## config.mk

```make
export PLATFORM = sky130hd
export DESIGN_NAME = adct_core
export DESIGN_NICKNAME = d
export VERILOG_FILES = /design/src/hdl/adct_pkg.sv /design/src/hdl/adct_clk_if.sv /design/src/hdl/adct_presc.sv /design/src/hdl/adct_core.sv
export VERILOG_INCLUDE_DIRS = /design/src /design/src/hdl
export SDC_FILE = /design/constraint.sdc
export NUM_CORES = 1
export LEC_CHECK = 0
export ABC_AREA = 1
export BUFFER_PORTS_ARGS = -buffer_cell sky130_fd_sc_hd__buf_2
export CORE_MARGIN = 2
export CORE_UTILIZATION = 55
export CTS_CLUSTER_DIAMETER = 30
export CTS_CLUSTER_SIZE = 30
export DETAILED_ROUTE_END_ITERATION = 6
export GPL_ROUTABILITY_DRIVEN = 0
export MAX_ROUTING_LAYER = met4
export PLACE_DENSITY = 0.8
export SLEW_MARGIN = 15
export SYNTH_ARGS = -nofsm -noshare
export SYNTH_HDL_FRONTEND = slang
export SYNTH_SLANG_ARGS = --single-unit
```

## constraint.sdc

```tcl
create_clock -name clk_sys_i -period 2.4 [get_ports clk_sys_i]
set_input_delay 0.48 -clock clk_sys_i [delete_from_list [all_inputs] [get_ports clk_sys_i]]
set_output_delay 0.48 -clock clk_sys_i [all_outputs]
set_load 0.005 [all_outputs]
```

## src/hdl/adct_regs.svh

```systemverilog
// register map, field positions, reset values and timing counts
// assumes byte-wide registers on a plain strobe port
`ifndef ADCT_REGS_SVH
`define ADCT_REGS_SVH

`define ADCT_OFS_RESL 8'h78
`define ADCT_OFS_RESH 8'h79
`define ADCT_OFS_CTLA 8'h7A
`define ADCT_OFS_CTLB 8'h7B
`define ADCT_OFS_MUXS 8'h7C
`define ADCT_OFS_DIDR 8'h7E

`define ADCT_A_EN 7
`define ADCT_A_START 6
`define ADCT_A_ATE 5
`define ADCT_A_FLAG 4
`define ADCT_A_IE 3
`define ADCT_B_COMPARATOR_MUX_ENABLE 6
`define ADCT_M_LEFT 5

`define ADCT_RST_BYTE 8'h00
`define ADCT_NORMAL_CYC 13
`define ADCT_FIRST_CYC 25

`endif

```

## src/hdl/adct_pkg.sv

```systemverilog
// types shared by the converter control block
// assumes adct_regs.svh holds the numeric constants
package adct_pkg;

  typedef enum logic [2:0] {
    ADCT_TS_FREE = 3'h0,
    ADCT_TS_COMP = 3'h1,
    ADCT_TS_EXT0 = 3'h2,
    ADCT_TS_T0CA = 3'h3,
    ADCT_TS_T0OV = 3'h4,
    ADCT_TS_T1CB = 3'h5,
    ADCT_TS_T1OV = 3'h6,
    ADCT_TS_T1CP = 3'h7
  } adct_tsel_t;

  // gray order along off -> idle -> run
  typedef enum logic [1:0] {
    ADCT_OFF = 2'b00,
    ADCT_IDLE = 2'b01,
    ADCT_RUN = 2'b11
  } adct_cst_t;

endpackage

```

## src/hdl/adct_clk_if.sv

```systemverilog
// carrier between the control core and the converter clock divider
// assumes one system clock for both ends
`timescale 1ns/100ps
`default_nettype none
interface adct_clk_if;
  logic run;
  logic [2:0] sel;
  logic tick;
  modport core (output run, output sel, input tick);
  modport div (input run, input sel, output tick);
endinterface
`default_nettype wire

```

## src/hdl/adct_presc.sv

```systemverilog
// converter clock divider: one-cycle tick per converter clock period
// assumes sel may change at any time; counter restarts when stopped
`timescale 1ns/100ps
`default_nettype none
module adct_presc import adct_pkg::*; #(
  parameter int CW = 7
) (
  input wire logic clk_sys_i,
  input wire logic rst_i,
  adct_clk_if.div ck
);

  typedef struct packed {
    logic [CW-1:0] cnt;
    logic tick;
  } adct_div_t;

  adct_div_t st_q;
  adct_div_t st_d;

  // codes 000 and 001 both divide by two
  function automatic logic [CW-1:0] last_of(input logic [2:0] s);
    logic [CW-1:0] one;
    one = {{(CW-1){1'b0}}, 1'b1};
    if (s < 3'h2) begin
      last_of = one;
    end else begin
      last_of = (one << s) - one;
    end
  endfunction

  always_comb begin
    st_d = st_q;
    st_d.tick = 1'b0;
    if (!ck.run) begin
      st_d.cnt = '0;
    end else if (st_q.cnt >= last_of(ck.sel)) begin
      st_d.cnt = '0;
      st_d.tick = 1'b1;
    end else begin
      st_d.cnt = st_q.cnt + {{(CW-1){1'b0}}, 1'b1};
    end
  end

  always_ff @(posedge clk_sys_i) begin
    if (rst_i) begin
      st_q <= '0;
    end else begin
      st_q <= st_d;
    end
  end

  assign ck.tick = st_q.tick;
endmodule
`default_nettype wire

```

## src/hdl/adct_core.sv

```systemverilog
// converter control: triggers, timing, result hold, flags, pin masks
// assumes converter core delivers conv_data_i stable in the cycle before conv_sample_o, when the result is loaded
// Functional notes
// - auto trigger starts on selected flag edge
// - done flag set when result loaded
// - irq needs flag, enable, global enable
// - entering irq vector clears done flag
// - write one clears flag, zero keeps
// - converter clock divides by 2 to 128
// - low read freezes results until high read
// - left adjust places result bits high
// - right adjust places low eight bits low
// - mux feeds comparator only when converter off
// - trigger select ignored without auto trigger
// - switching to set source makes edge
// - switching to free running never triggers
// - trigger select decodes eight sources
// - disabled pin buffers read as zero
// - 13 cycles, first after enable 25
// - start reads one while running
// - clearing enable aborts conversion
//
// Our own choice: the plain strobed port.
`timescale 1ns/100ps
`default_nettype none
`include "adct_regs.svh"
module adct_core import adct_pkg::*; #(
  parameter int NORM_CYC = `ADCT_NORMAL_CYC,
  parameter int FIRST_CYC = `ADCT_FIRST_CYC,
  parameter int RES_W = 10
) (
  input wire logic clk_sys_i,
  input wire logic rst_i,
  input wire logic [7:0] reg_addr_i,
  input wire logic [7:0] reg_wdata_i,
  input wire logic reg_wr_i,
  input wire logic reg_rd_i,
  output logic [7:0] reg_rdata_o,
  input wire logic [7:1] trig_flags_i,
  input wire logic glob_irq_en_i,
  input wire logic irq_ack_i,
  input wire logic [RES_W-1:0] conv_data_i,
  input wire logic [7:0] port_pin_i,
  output logic conv_irq_o,
  output logic conv_enable_o,
  output logic conv_busy_o,
  output logic conv_sample_o,
  output logic [3:0] chan_sel_o,
  output logic comp_mux_sel_o,
  output logic [7:0] pin_buf_off_o,
  output logic [7:0] port_pin_o
);

  typedef struct packed {
    adct_cst_t cst;
    logic en;
    logic ate;
    logic ie;
    logic [2:0] presc;
    logic flag;
    logic left;
    logic [3:0] mux;
    logic comparator_mux_enable;
    adct_tsel_t tsel;
    logic [7:0] didr;
    logic first;
    logic [4:0] cnt;
    logic [RES_W-1:0] result;
    logic lock;
    logic trig_prev;
    logic prev_free;
    logic [7:0] rdata;
    logic irq;
    logic sample;
    logic busy;
    logic comp_mux;
    logic [7:0] pin;
  } adct_state_t;

  adct_state_t st_q;
  adct_state_t st_d;
  adct_clk_if ck ();

  adct_presc u_presc (
    .clk_sys_i(clk_sys_i),
    .rst_i(rst_i),
    .ck(ck)
  );

  function automatic logic [7:0] fmt_res(input logic [RES_W-1:0] r,
                                         input logic left,
                                         input logic high);
    if (left) begin
      fmt_res = high ? r[9:2] : {r[1:0], 6'h00};
    end else begin
      fmt_res = high ? {6'h00, r[9:8]} : r[7:0];
    end
  endfunction

  function automatic logic trig_level(input adct_tsel_t s,
                                      input logic [7:1] f,
                                      input logic done);
    unique case (s)
      ADCT_TS_FREE: trig_level = done;
      ADCT_TS_COMP: trig_level = f[1];
      ADCT_TS_EXT0: trig_level = f[2];
      ADCT_TS_T0CA: trig_level = f[3];
      ADCT_TS_T0OV: trig_level = f[4];
      ADCT_TS_T1CB: trig_level = f[5];
      ADCT_TS_T1OV: trig_level = f[6];
      ADCT_TS_T1CP: trig_level = f[7];
    endcase
  endfunction

  logic wr_a;
  logic rd_lo;
  logic rd_hi;
  logic trig_now;
  logic auto_edge;
  logic conv_fin;
  logic sw_start;
  logic [4:0] last_cnt;

  assign wr_a = reg_wr_i && reg_addr_i == `ADCT_OFS_CTLA;
  assign rd_lo = reg_rd_i && reg_addr_i == `ADCT_OFS_RESL;
  assign rd_hi = reg_rd_i && reg_addr_i == `ADCT_OFS_RESH;
  assign trig_now = trig_level(st_q.tsel, trig_flags_i, st_q.flag);
  assign last_cnt = st_q.first ? 5'(FIRST_CYC - 1) : 5'(NORM_CYC - 1);
  assign conv_fin = st_q.cst == ADCT_RUN && st_q.en && ck.tick &&
                    st_q.cnt == last_cnt;

  // a fresh switch into free running is masked, other switches count
  assign auto_edge = st_q.ate && trig_now && !st_q.trig_prev &&
                     !(st_q.tsel == ADCT_TS_FREE && !st_q.prev_free);
  assign sw_start = wr_a && reg_wdata_i[`ADCT_A_START];

  assign ck.run = st_q.en;
  assign ck.sel = st_q.presc;

  always_comb begin
    st_d = st_q;
    st_d.sample = 1'b0;
    st_d.rdata = `ADCT_RST_BYTE;
    st_d.trig_prev = trig_now;
    st_d.prev_free = st_q.tsel == ADCT_TS_FREE;

    if (reg_wr_i) begin
      unique case (reg_addr_i)
        `ADCT_OFS_CTLA: begin
          st_d.en = reg_wdata_i[`ADCT_A_EN];
          if (!st_q.en && reg_wdata_i[`ADCT_A_EN]) begin
            st_d.first = 1'b1;
          end
          st_d.ate = reg_wdata_i[`ADCT_A_ATE];
          st_d.ie = reg_wdata_i[`ADCT_A_IE];
          st_d.presc = reg_wdata_i[2:0];
          if (reg_wdata_i[`ADCT_A_FLAG]) begin
            st_d.flag = 1'b0;
          end
        end
        `ADCT_OFS_CTLB: begin
          st_d.comparator_mux_enable = reg_wdata_i[`ADCT_B_COMPARATOR_MUX_ENABLE];
          st_d.tsel = adct_tsel_t'(reg_wdata_i[2:0]);
        end
        `ADCT_OFS_MUXS: begin
          st_d.left = reg_wdata_i[`ADCT_M_LEFT];
          st_d.mux = reg_wdata_i[3:0];
        end
        `ADCT_OFS_DIDR: st_d.didr = reg_wdata_i;
        default: ;
      endcase
    end

    if (irq_ack_i) begin
      st_d.flag = 1'b0;
    end

    if (rd_lo) begin
      st_d.lock = 1'b1;
    end else if (rd_hi) begin
      st_d.lock = 1'b0;
    end

    unique case (st_q.cst)
      ADCT_OFF: begin
        // start written together with enable is honoured, long first run
        if (st_d.en && sw_start) begin
          st_d.cst = ADCT_RUN;
          st_d.cnt = '0;
        end else if (st_d.en) begin
          st_d.cst = ADCT_IDLE;
        end
      end
      ADCT_IDLE: begin
        if (!st_d.en) begin
          st_d.cst = ADCT_OFF;
        end else if (sw_start || auto_edge) begin
          st_d.cst = ADCT_RUN;
          st_d.cnt = '0;
        end
      end
      ADCT_RUN: begin
        if (!st_d.en) begin
          st_d.cst = ADCT_OFF;
        end else if (conv_fin) begin
          st_d.first = 1'b0;
          st_d.sample = 1'b1;
          st_d.flag = 1'b1;
          if (!st_q.lock && !rd_lo) begin
            st_d.result = conv_data_i;
          end
          if (st_q.ate && st_q.tsel == ADCT_TS_FREE) begin
            st_d.cnt = '0;
          end else begin
            st_d.cst = ADCT_IDLE;
          end
        end else if (ck.tick) begin
          st_d.cnt = st_q.cnt + 5'h01;
        end
      end
    endcase

    if (reg_rd_i) begin
      unique case (reg_addr_i)
        `ADCT_OFS_RESL: st_d.rdata = fmt_res(st_q.result, st_q.left, 1'b0);
        `ADCT_OFS_RESH: st_d.rdata = fmt_res(st_q.result, st_q.left, 1'b1);
        `ADCT_OFS_CTLA: st_d.rdata = {st_q.en, st_q.cst == ADCT_RUN,
                                      st_q.ate, st_q.flag, st_q.ie,
                                      st_q.presc};
        `ADCT_OFS_CTLB: st_d.rdata = {1'b0, st_q.comparator_mux_enable, 3'h0, st_q.tsel};
        `ADCT_OFS_MUXS: st_d.rdata = {2'h0, st_q.left, 1'b0, st_q.mux};
        `ADCT_OFS_DIDR: st_d.rdata = st_q.didr;
        default: st_d.rdata = `ADCT_RST_BYTE;
      endcase
    end

    st_d.irq = st_d.flag && st_d.ie && glob_irq_en_i;
    st_d.comp_mux = st_d.comparator_mux_enable && !st_d.en;
    st_d.pin = port_pin_i & ~st_d.didr;
    st_d.busy = st_d.cst == ADCT_RUN;
  end

  always_ff @(posedge clk_sys_i) begin
    if (rst_i) begin
      st_q <= '0;
    end else begin
      st_q <= st_d;
    end
  end

  assign reg_rdata_o = st_q.rdata;
  assign conv_irq_o = st_q.irq;
  assign conv_enable_o = st_q.en;
  assign conv_busy_o = st_q.busy;
  assign conv_sample_o = st_q.sample;
  assign chan_sel_o = st_q.mux;
  assign comp_mux_sel_o = st_q.comp_mux;
  assign pin_buf_off_o = st_q.didr;
  assign port_pin_o = st_q.pin;
endmodule
`default_nettype wire

```

==> results.sh, run 1 <==
export IMPL_status="complete, no violations"
export IMPL_dp_cells=658
export IMPL_ir_drop_mv=0.3763
export IMPL_seq_area_sq_mm=0.001461
export IMPL_synth_top_area_cell="dfxtp_1"
export IMPL_yosysWarnings=0
export IMPL_drv_slew=0
export IMPL_stdcell_count=674
export IMPL_drive_gt1_share_pct=23.88
export IMPL_dp_hpwl_mm=7.024
export IMPL_fin_crit_ns=1.924
export IMPL_finalSetupTns_ns=0
export IMPL_numCtsBuffers=9
export IMPL_clockRootBuffer="clkbuf_8"
export IMPL_reg2reg_slack_ns=0.48
export IMPL_drc=0
export IMPL_core_area_sq_mm=0.006832
export IMPL_cts_htree_levels=3
export IMPL_cp_arrival_ns=2.19
export IMPL_hold_viol_final=0
export IMPL_worstMarginPinSlew_ns=0.5992
export IMPL_synthFlopType="dfxtp_1"
export IMPL_firstDrtPassIters=6
export IMPL_place_ws_ns=0.2252
export IMPL_syn2layout_area_growth_pct=12.24
export IMPL_syn_nets=578
export IMPL_tritoncts="done"
export IMPL_worstPathCellList="nor2_1 -> inv_1 -> ha_1 -> inv_1 -> ha_1 -> a21oi_1 -> o21ai_0 -> nand4_1 -> nand4_1 -> nor2_1"
export IMPL_grt_max_degree=21
export IMPL_finalSetupViolCount=0
export IMPL_cts_setup_buffers=0
export IMPL_hold_buffers=0
export IMPL_numPortBuffers=79
export IMPL_num_io_pins=80
export IMPL_rsz0062_at_grt="false"
export IMPL_synthCells=520
export IMPL_synthDominantCellAreaShare_pct=37.41
export IMPL_diodes=0
export IMPL_grtUsageTotal_pct=25.55
export IMPL_cp_max_fo=7
export IMPL_ant_nets=0
export IMPL_synth_most_common_cell="nand2_1"
export IMPL_fmax_mhz=519.8
export IMPL_cp_slowest_cell="dfxtp_1"
export IMPL_end_kind="register"
export IMPL_synth_distinct_cells=41
export IMPL_powerDensity_mw_per_mm2=556.8
export IMPL_yosysSeqAreaShare_pct=37.41
export IMPL_die_x_um=88.28
export IMPL_via_count=3573
export IMPL_grt_remaining_overflow=0
export IMPL_synthTopCellsByArea="dfxtp_1, nand2_1, nor2_1"
export IMPL_worstSetupStartpointType="register"
export IMPL_syn_mean_instance_area_sq_um=7.512
export IMPL_synth_enable_flop_cells=0
export IMPL_maxSlewHeadroom_pct=60.01
export IMPL_fillers=629
export IMPL_clock_skew_ns=0.006802
export IMPL_routed_via_density=5.301
export IMPL_die_h_um=88.28
export IMPL_multi_input_area_sq_mm=0.001911
export IMPL_nNetsFinal=631
export IMPL_drt_initial_drc_count=202
export IMPL_clkTransAtPathRegs_ns=0.08
export IMPL_antenna_found_initial=0
export IMPL_cts_sinks=73
export IMPL_maxCapViolCount=0
export IMPL_start_util_pct=57.18
export IMPL_hold_path_class="input pin to register"
export IMPL_required_ns=2.67
export IMPL_slowest_delay_ns=0.36
export IMPL_async_reset_ff_share_pct=0
export IMPL_rows=30
export IMPL_clockBufferDepth=2
export IMPL_synth_cell_area_sq_mm=0.003906
export IMPL_p_leak_uw=0.002004
export IMPL_period_share_pct=80.16
export IMPL_worstSetupPathType="register to register"
export IMPL_routed_wl_mm=9.154
export IMPL_grt_pass1_vias=3413
export IMPL_ys_ff_latch=73
export IMPL_yosys_top_cells_count="nand2_1, dfxtp_1, nor2_1"
export IMPL_hold_slack_ns=0.3573
export IMPL_dieArea_sq_mm=0.007792
export IMPL_grt_pass1_wl_mm=15.01
export IMPL_fin_ws_ns=0.4763
export IMPL_clock_latency_ns=0.35
export IMPL_avgRoutedWirePerCell_um=13.58
export IMPL_cts_resized=0
[cell type report]
cell class                 count  share of cell area (%)
sequential                    73                   33.33
clock buffer                  11                   3.453
inverter                      62                   5.422
tap                           96                   2.740
clock inverter                 5                   1.769
timing repair buffer          83                   9.703
multi-input combinational    344                   43.58
[cells by family after synthesis]
kind of cell | share of synthesized area, %
AO/OA/AOI/OAI | 13.13
XOR/XNOR | 1.794
adder cells (fa/ha/maj) | 3.523
buffers and inverters | 13.68
flip-flops | 37.41
other | 0.09600
AND/OR/NAND/NOR | 30.37
[state kept, by name, summed over array words and instances, names as in the netlist]
register         count
u_presc.ck.tick      1
conv_enable_o        1
chan_sel_o           4
reg_rdata_o          8
u_presc.st_q         7
conv_sample_o        1
pin_buf_off_o        8
port_pin_o           8
comp_mux_sel_o       1
st_q                29
conv_irq_o           1
ck.sel               3
conv_busy_o          1
[per-layer routing]
metal	GRT usage [%]	routed length, um
met1	32.19	3923
met5	-	0
met3	4.851	615
met4	9.366	189
met2	40.94	4426
[report_power, final]
| group | internal, uW | switching [uW] |
|---|---|---|
| clock network | 638 | 454 |
| logic | 48.6 | 76.8 |
| registers | 1220 | 3.13 |
| total | 1910 | 534 |
[critical path: cells and delay by family (launching register included)]
| family | cells | cell delay, ns |
|---|---|---|
| DFF | 1 | 0.36 |
| adders and majority gates | 2 | 0.44 |
| and+or+nand+nor | 4 | 0.72 |
| buffers and inverters | 2 | 0.11 |
| AOI/OAI and AO/OA | 2 | 0.22 |
[cells in the final DEF, fill, tap and decap left out, types with 2 or more instances in the layout]
cell       count
clkbuf_8      11
clkinv_2       2
bufinv_16      2
xnor2_1        3
buf_2         79
a31oi_1        2
nand3b_1       3
nand2_4        4
a21oi_1       32
nand4_1       11
nand3_2       11
inv_1         60
nand2_1      101
a21oi_2        9
nor3_1         3
xor2_1         5
nor2_1        61
o21a_1         9
o21ai_0       20
dfxtp_1       73
nor2_2         2
ha_1          11
o22ai_1        6
nor2_4         2
nor2_8         2
nand3_1       35
or2_2          2
buf_4          4
[through the flow]
step | util (%) | total power, uW | instance area [sq um]
2_1_floorplan | - | 1319 | 3906
3_5_place_dp | 60.82 | 1375 | 4155
5_1_grt | 64.18 | 2518 | 4384
3_3_place_gp | 60.82 | 1371 | 4155
6_report | 64.18 | 2441 | 4384
4_1_cts | 64.18 | 2457 | 4384
[worst paths after layout]
path / start / end / depth (start not counted)
worst max-delay path: ck.sel[1] / u_presc.st_q[4] / 10
worst max register to register: ck.sel[1] / u_presc.st_q[4] / 10
worst min register to register: u_presc.st_q[1] / u_presc.st_q[1] / 1
worst min-delay path: port_pin_i[4] / port_pin_o[4] / 3
Power figures use the tool's default switching activity.
==> inputs of run 2 (changes only) <==
- clock period: 2.4 -> 1.8 ns (I/O delays scaled with it)
==> results.sh, run 2 (synthesis gave the netlist of run 1 again) <==
export IMPL_status="complete, no violations"
export IMPL_via_count=3606
export IMPL_reg2reg_slack_ns=0.07
export IMPL_ir_drop_mv=0.4266
export IMPL_cp_max_fo=5
export IMPL_clock_latency_ns=0.35
export IMPL_dr_wl_met3_um=555
export IMPL_cp_arrival_ns=1.99
export IMPL_nNetsFinal=648
export IMPL_drc=0
export IMPL_highest_layer="met4"
export IMPL_routed_via_density=5.219
export IMPL_clkTransAtPathRegs_ns=0.08
export IMPL_drive_gt1_share_pct=27.73
export IMPL_hold_path_class="input pin to register"
export IMPL_rows=30
export IMPL_firstDrtPassIters=5
export IMPL_worstSetupStartpointType="register"
export IMPL_syn2layout_area_growth_pct=17.52
export IMPL_top_register="st_q"
export IMPL_numCtsBuffers=9
export IMPL_routed_wl_mm=9.455
export IMPL_cts_sinks=73
export IMPL_antenna_found_initial=0
export IMPL_largest_register_ffs=29
export IMPL_fin_crit_ns=1.730
export IMPL_grt_pass1_wl_mm=15.26
export IMPL_grt_remaining_overflow=0
export IMPL_grtUsageTotal_pct=26.00
export IMPL_die_x_um=88.28
export IMPL_numPortBuffers=79
export IMPL_required_ns=2.06
export IMPL_start_util_pct=57.18
export IMPL_grt_pass1_vias=3352
export IMPL_die_h_um=88.28
export IMPL_dp_cells=673
export IMPL_fmax_mhz=577.9
export IMPL_drv_slew=0
export IMPL_ant_nets=0
export IMPL_hold_slack_ns=0.2158
export IMPL_grt_max_degree=22
export IMPL_period_share_pct=96.14
export IMPL_tritoncts="done"
export IMPL_utilization_pct=67.20
export IMPL_hold_viol_final=0
export IMPL_maxCapViolCount=0
export IMPL_num_io_pins=80
export IMPL_powerDensity_mw_per_mm2=730.7
export IMPL_layout_commonest_cell="nand2_1"
export IMPL_clockBufferDepth=2
export IMPL_diodes=0
export IMPL_clockRootBuffer="clkbuf_8"
export IMPL_stdcell_count=691
export IMPL_p_leak_uw=0.002104
export IMPL_finalSetupViolCount=0
export IMPL_cts_htree_levels=3
export IMPL_hold_buffers=0
export IMPL_dp_hpwl_mm=7.117
export IMPL_drt_initial_drc_count=222
export IMPL_layout_common_cells="nand2_1, buf_2, dfxtp_1"
export IMPL_end_kind="register"
export IMPL_route_met2_wl_mm=4.507
export IMPL_rsz0062_at_grt="true"
export IMPL_clock_skew_ns=0.008725
export IMPL_avgRoutedWirePerCell_um=13.68
export IMPL_m1WireLength_mm=4.181
export IMPL_dieArea_sq_mm=0.007792
export IMPL_core_area_sq_mm=0.006832
export IMPL_worstSetupPathType="register to register"
-- run 2: cell types whose count changed in the layout (fill, tap and decap cells not counted), sizes merged --
cell and delta:
buf +16, bufinv +1, clkbuf -2, clkinvlp +1, nor2 +1
-- run 2: layout make-up --
cell class,count,area (sq um)
Timing Repair Buffer,99,574.3
Inverter,62,237.7
Fill cell,590,2241
Multi-Input combinational cell,345,1948
Clock inverter,7,118.9
Sequential cell,73,1468
Clock buffer,9,123.9
Tap cell,96,120.1
-- run 2: worst paths after layout --
kind	start	endpoint	cells past startpoint
max	st_q[33]	st_q[34]	12
min reg2reg	u_presc.st_q[1]	u_presc.st_q[1]	1
min	glob_irq_en_i	conv_irq_o	3
max reg2reg	st_q[33]	st_q[34]	12
-- run 2: stage by stage --
stage               area [sq um]  total power, uW  setup TNS (ns)  worst slack [ns]
finish                      4591             3354               0           0.06956
global placement            4293             1839               0           0.05320
detailed placement          4293             1842         -0.3777          -0.06109
CTS                         4543             3377               0           0.02329
global route                4591             3469         -0.1941          -0.06224
floorplan                   3906             1758               0            0.1952
-- run 2: routing by layer --
metal | vias to the layer above | global-route usage (%)
met5 | - | -
met2 | 121 | 39.85
met1 | 1667 | 33.70
li1 | 1795 | -
met4 | 0 | 9.917
met3 | 23 | 5.690
-- run 2: repair_timing --
action,4_1_cts,5_1_grt
setup endpoints to repair,7,8
buffers inserted,1,0
pin swaps,0,2
cloned,0,1
gates resized for setup,0,13
-- run 2: power breakdown --
part | leakage, uW | internal (uW) | switching, uW
combinational | 0.00140 | 72.3 | 104
sequential | 0.000592 | 1620 | 4.10
clock | 0.000115 | 919 | 630
-- run 2: worst max-delay path: stages, from the launching register on --
cell	delay (ns)
dfxtp_1	0.38
inv_1	0.08
ha_1	0.20
nand2_1	0.11
nor3_4	0.06
nand3_1	0.12
nand2_1	0.07
inv_1	0.06
nand2_1	0.12
nor2_2	0.24
nand3_1	0.10
nand2_1	0.07
nor2_1	0.03
==> inputs of run 3 (changes only) <==
--- a/config.mk
+++ b/config.mk
@@ -18,2 +18,3 @@
 export PLACE_DENSITY = 0.8
+export RECOVER_POWER = 25
 export SLEW_MARGIN = 15
==> constraint.sdc (replaced) <==
create_clock -name clk_sys_i -period 1.8 [get_ports clk_sys_i]
set_input_delay 0.09 -clock clk_sys_i [delete_from_list [all_inputs] [get_ports clk_sys_i]]
set_output_delay 0.09 -clock clk_sys_i [all_outputs]
set_load 0.005 [all_outputs]
==> results.sh, run 3 (synthesis gave the netlist of run 1 again) <==
export IMPL_grt_pass1_wl_mm=15.53
export IMPL_place_ws_ns=-0.05054
export IMPL_fmax_mhz=563.1
export IMPL_required_ns=2.04
export IMPL_dp_hpwl_mm=7.110
export IMPL_hold_path_class="input pin to register"
export IMPL_drc=0
export IMPL_clkTransAtPathRegs_ns=0.08
export IMPL_dieArea_sq_mm=0.007792
export IMPL_tritoncts="done"
export IMPL_slowest_delay_ns=0.39
export IMPL_cp_slowest_cell="dfxtp_4"
export IMPL_routed_via_density=5.275
export IMPL_drv_slew=0
export IMPL_worstPathCellList="inv_4 -> nand3_2 -> ha_2 -> inv_2 -> ha_4 -> nand2_2 -> o21ai_2 -> nand4_1 -> nand4_1 -> buf_6 -> nor2_1"
export IMPL_numCtsBuffers=9
export IMPL_ant_nets=0
export IMPL_finalSetupViolCount=0
export IMPL_clock_skew_ns=0.006656
export IMPL_fin_crit_ns=1.776
export IMPL_firstDrtPassIters=5
export IMPL_numPortBuffers=79
export IMPL_drive_gt1_share_pct=25.04
export IMPL_layout_common_cells="nand2_1, buf_2, dfxtp_1"
export IMPL_nNetsFinal=654
export IMPL_clock_latency_ns=0.34
export IMPL_clockBufferDepth=2
export IMPL_end_kind="register"
export IMPL_final_area_sq_mm=0.004554
export IMPL_num_io_pins=80
export IMPL_p_leak_uw=0.002047
export IMPL_avgRoutedWirePerCell_um=14.08
export IMPL_top_register="st_q"
export IMPL_worstSetupStartpointType="register"
export IMPL_via_count=3666
export IMPL_grtUsageTotal_pct=26.32
export IMPL_powerDensity_mw_per_mm2=633.1
export IMPL_grt_max_degree=21
export IMPL_grt_pass1_vias=3542
export IMPL_rows=30
export IMPL_layout_commonest_cell="nand2_1"
export IMPL_die_h_um=88.28
export IMPL_utilization_pct=66.67
export IMPL_maxCapViolCount=0
export IMPL_drt_initial_drc_count=250
export IMPL_routed_wl_mm=9.787
export IMPL_worstSetupPathType="register to register"
export IMPL_start_util_pct=57.18
export IMPL_hold_slack_ns=0.006817
export IMPL_diodes=0
export IMPL_ir_drop_mv=0.4789
export IMPL_clockRootBuffer="clkbuf_8"
export IMPL_cp_max_fo=7
export IMPL_core_area_sq_mm=0.006832
export IMPL_hold_viol_final=0
export IMPL_cpMostUsedCell="nand4_1"
export IMPL_placedInstanceArea_sq_mm=0.004185
export IMPL_die_x_um=88.28
export IMPL_period_share_pct=98.66
export IMPL_cts_sinks=73
export IMPL_antenna_found_initial=0
export IMPL_fin_ws_ns=0.02409
export IMPL_cts_htree_levels=3
export IMPL_status="complete, no violations"
export IMPL_syn2layout_area_growth_pct=16.59
export IMPL_cp_arrival_ns=2.01
export IMPL_grt_remaining_overflow=0
export IMPL_largest_register_ffs=29
## run 3: cell types whose count changed in the layout (fill, tap and decap cells not counted), moves of 2 or more
cell           delta
bufinv_16         -3
buf_12            -2
clkinv_2          +2
inv_2             -2
dlygate4sd3_1    +12
clkbuf_1         +10
buf_4             -4
buf_2             -8
## run 3: layer usage
metal	global-route usage [%]	vias up	routed length [um]
li1	-	1813	-
met1	31.72	1677	4197
met2	43.81	156	4758
met3	4.104	20	605
met4	11.16	0	226
met5	-	-	0
## run 3: where the power goes
group	internal (uW)	total, uW	switching [uW]
clock network	478	1070	590
logic	81.5	187	106
registers	1620	1630	4.74
total	2180	2880	700
## run 3: metrics by stage
step | setup TNS [ns] | total power, uW | cells
floorplan | 0 | 1758 | 520
global placement | 0 | 1829 | 662
detailed placement | -0.2361 | 1834 | 662
CTS | 0 | 2886 | 689
global route | -0.3420 | 2960 | 695
finish | 0 | 2884 | 695
## run 3: worst paths after layout
path,from,to,slack (ns),cells past startpoint
setup / recovery,ck.sel[2],u_presc.st_q[3],0.02,11
hold / removal,conv_data_i[2],st_q[25],0.007,3
setup reg to reg,ck.sel[2],u_presc.st_q[3],0.02,11
hold reg to reg,u_presc.st_q[1],u_presc.st_q[1],0.47,1
## run 3: final cells by class
type / count / area (sq um)
fill: 627 / 2277
tap: 96 / 120.1
clock inverter: 4 / 22.52
inverter: 62 / 240.2
timing repair buffer: 106 / 618.1
multi-input combinational: 344 / 1956
sequential: 73 / 1470
clock buffer: 10 / 127.6
## run 3: critical path, delay by kind of cell, from the launching register on
family          cells  cell delay [ns]
simple gates        5             0.45
buf+inv             3             0.23
flops               1             0.39
compound gates      1             0.14
fa+ha+maj           2             0.44
## run 3: repair_timing
action / in CTS / in global routing
hold buffers: 12 / 0
pin swaps: 0 / 8
setup endpoints to repair: 7 / 22
buffers inserted: 1 / 6
endpoints found under the hold margin: 12 / 0
resized for setup: 0 / 22
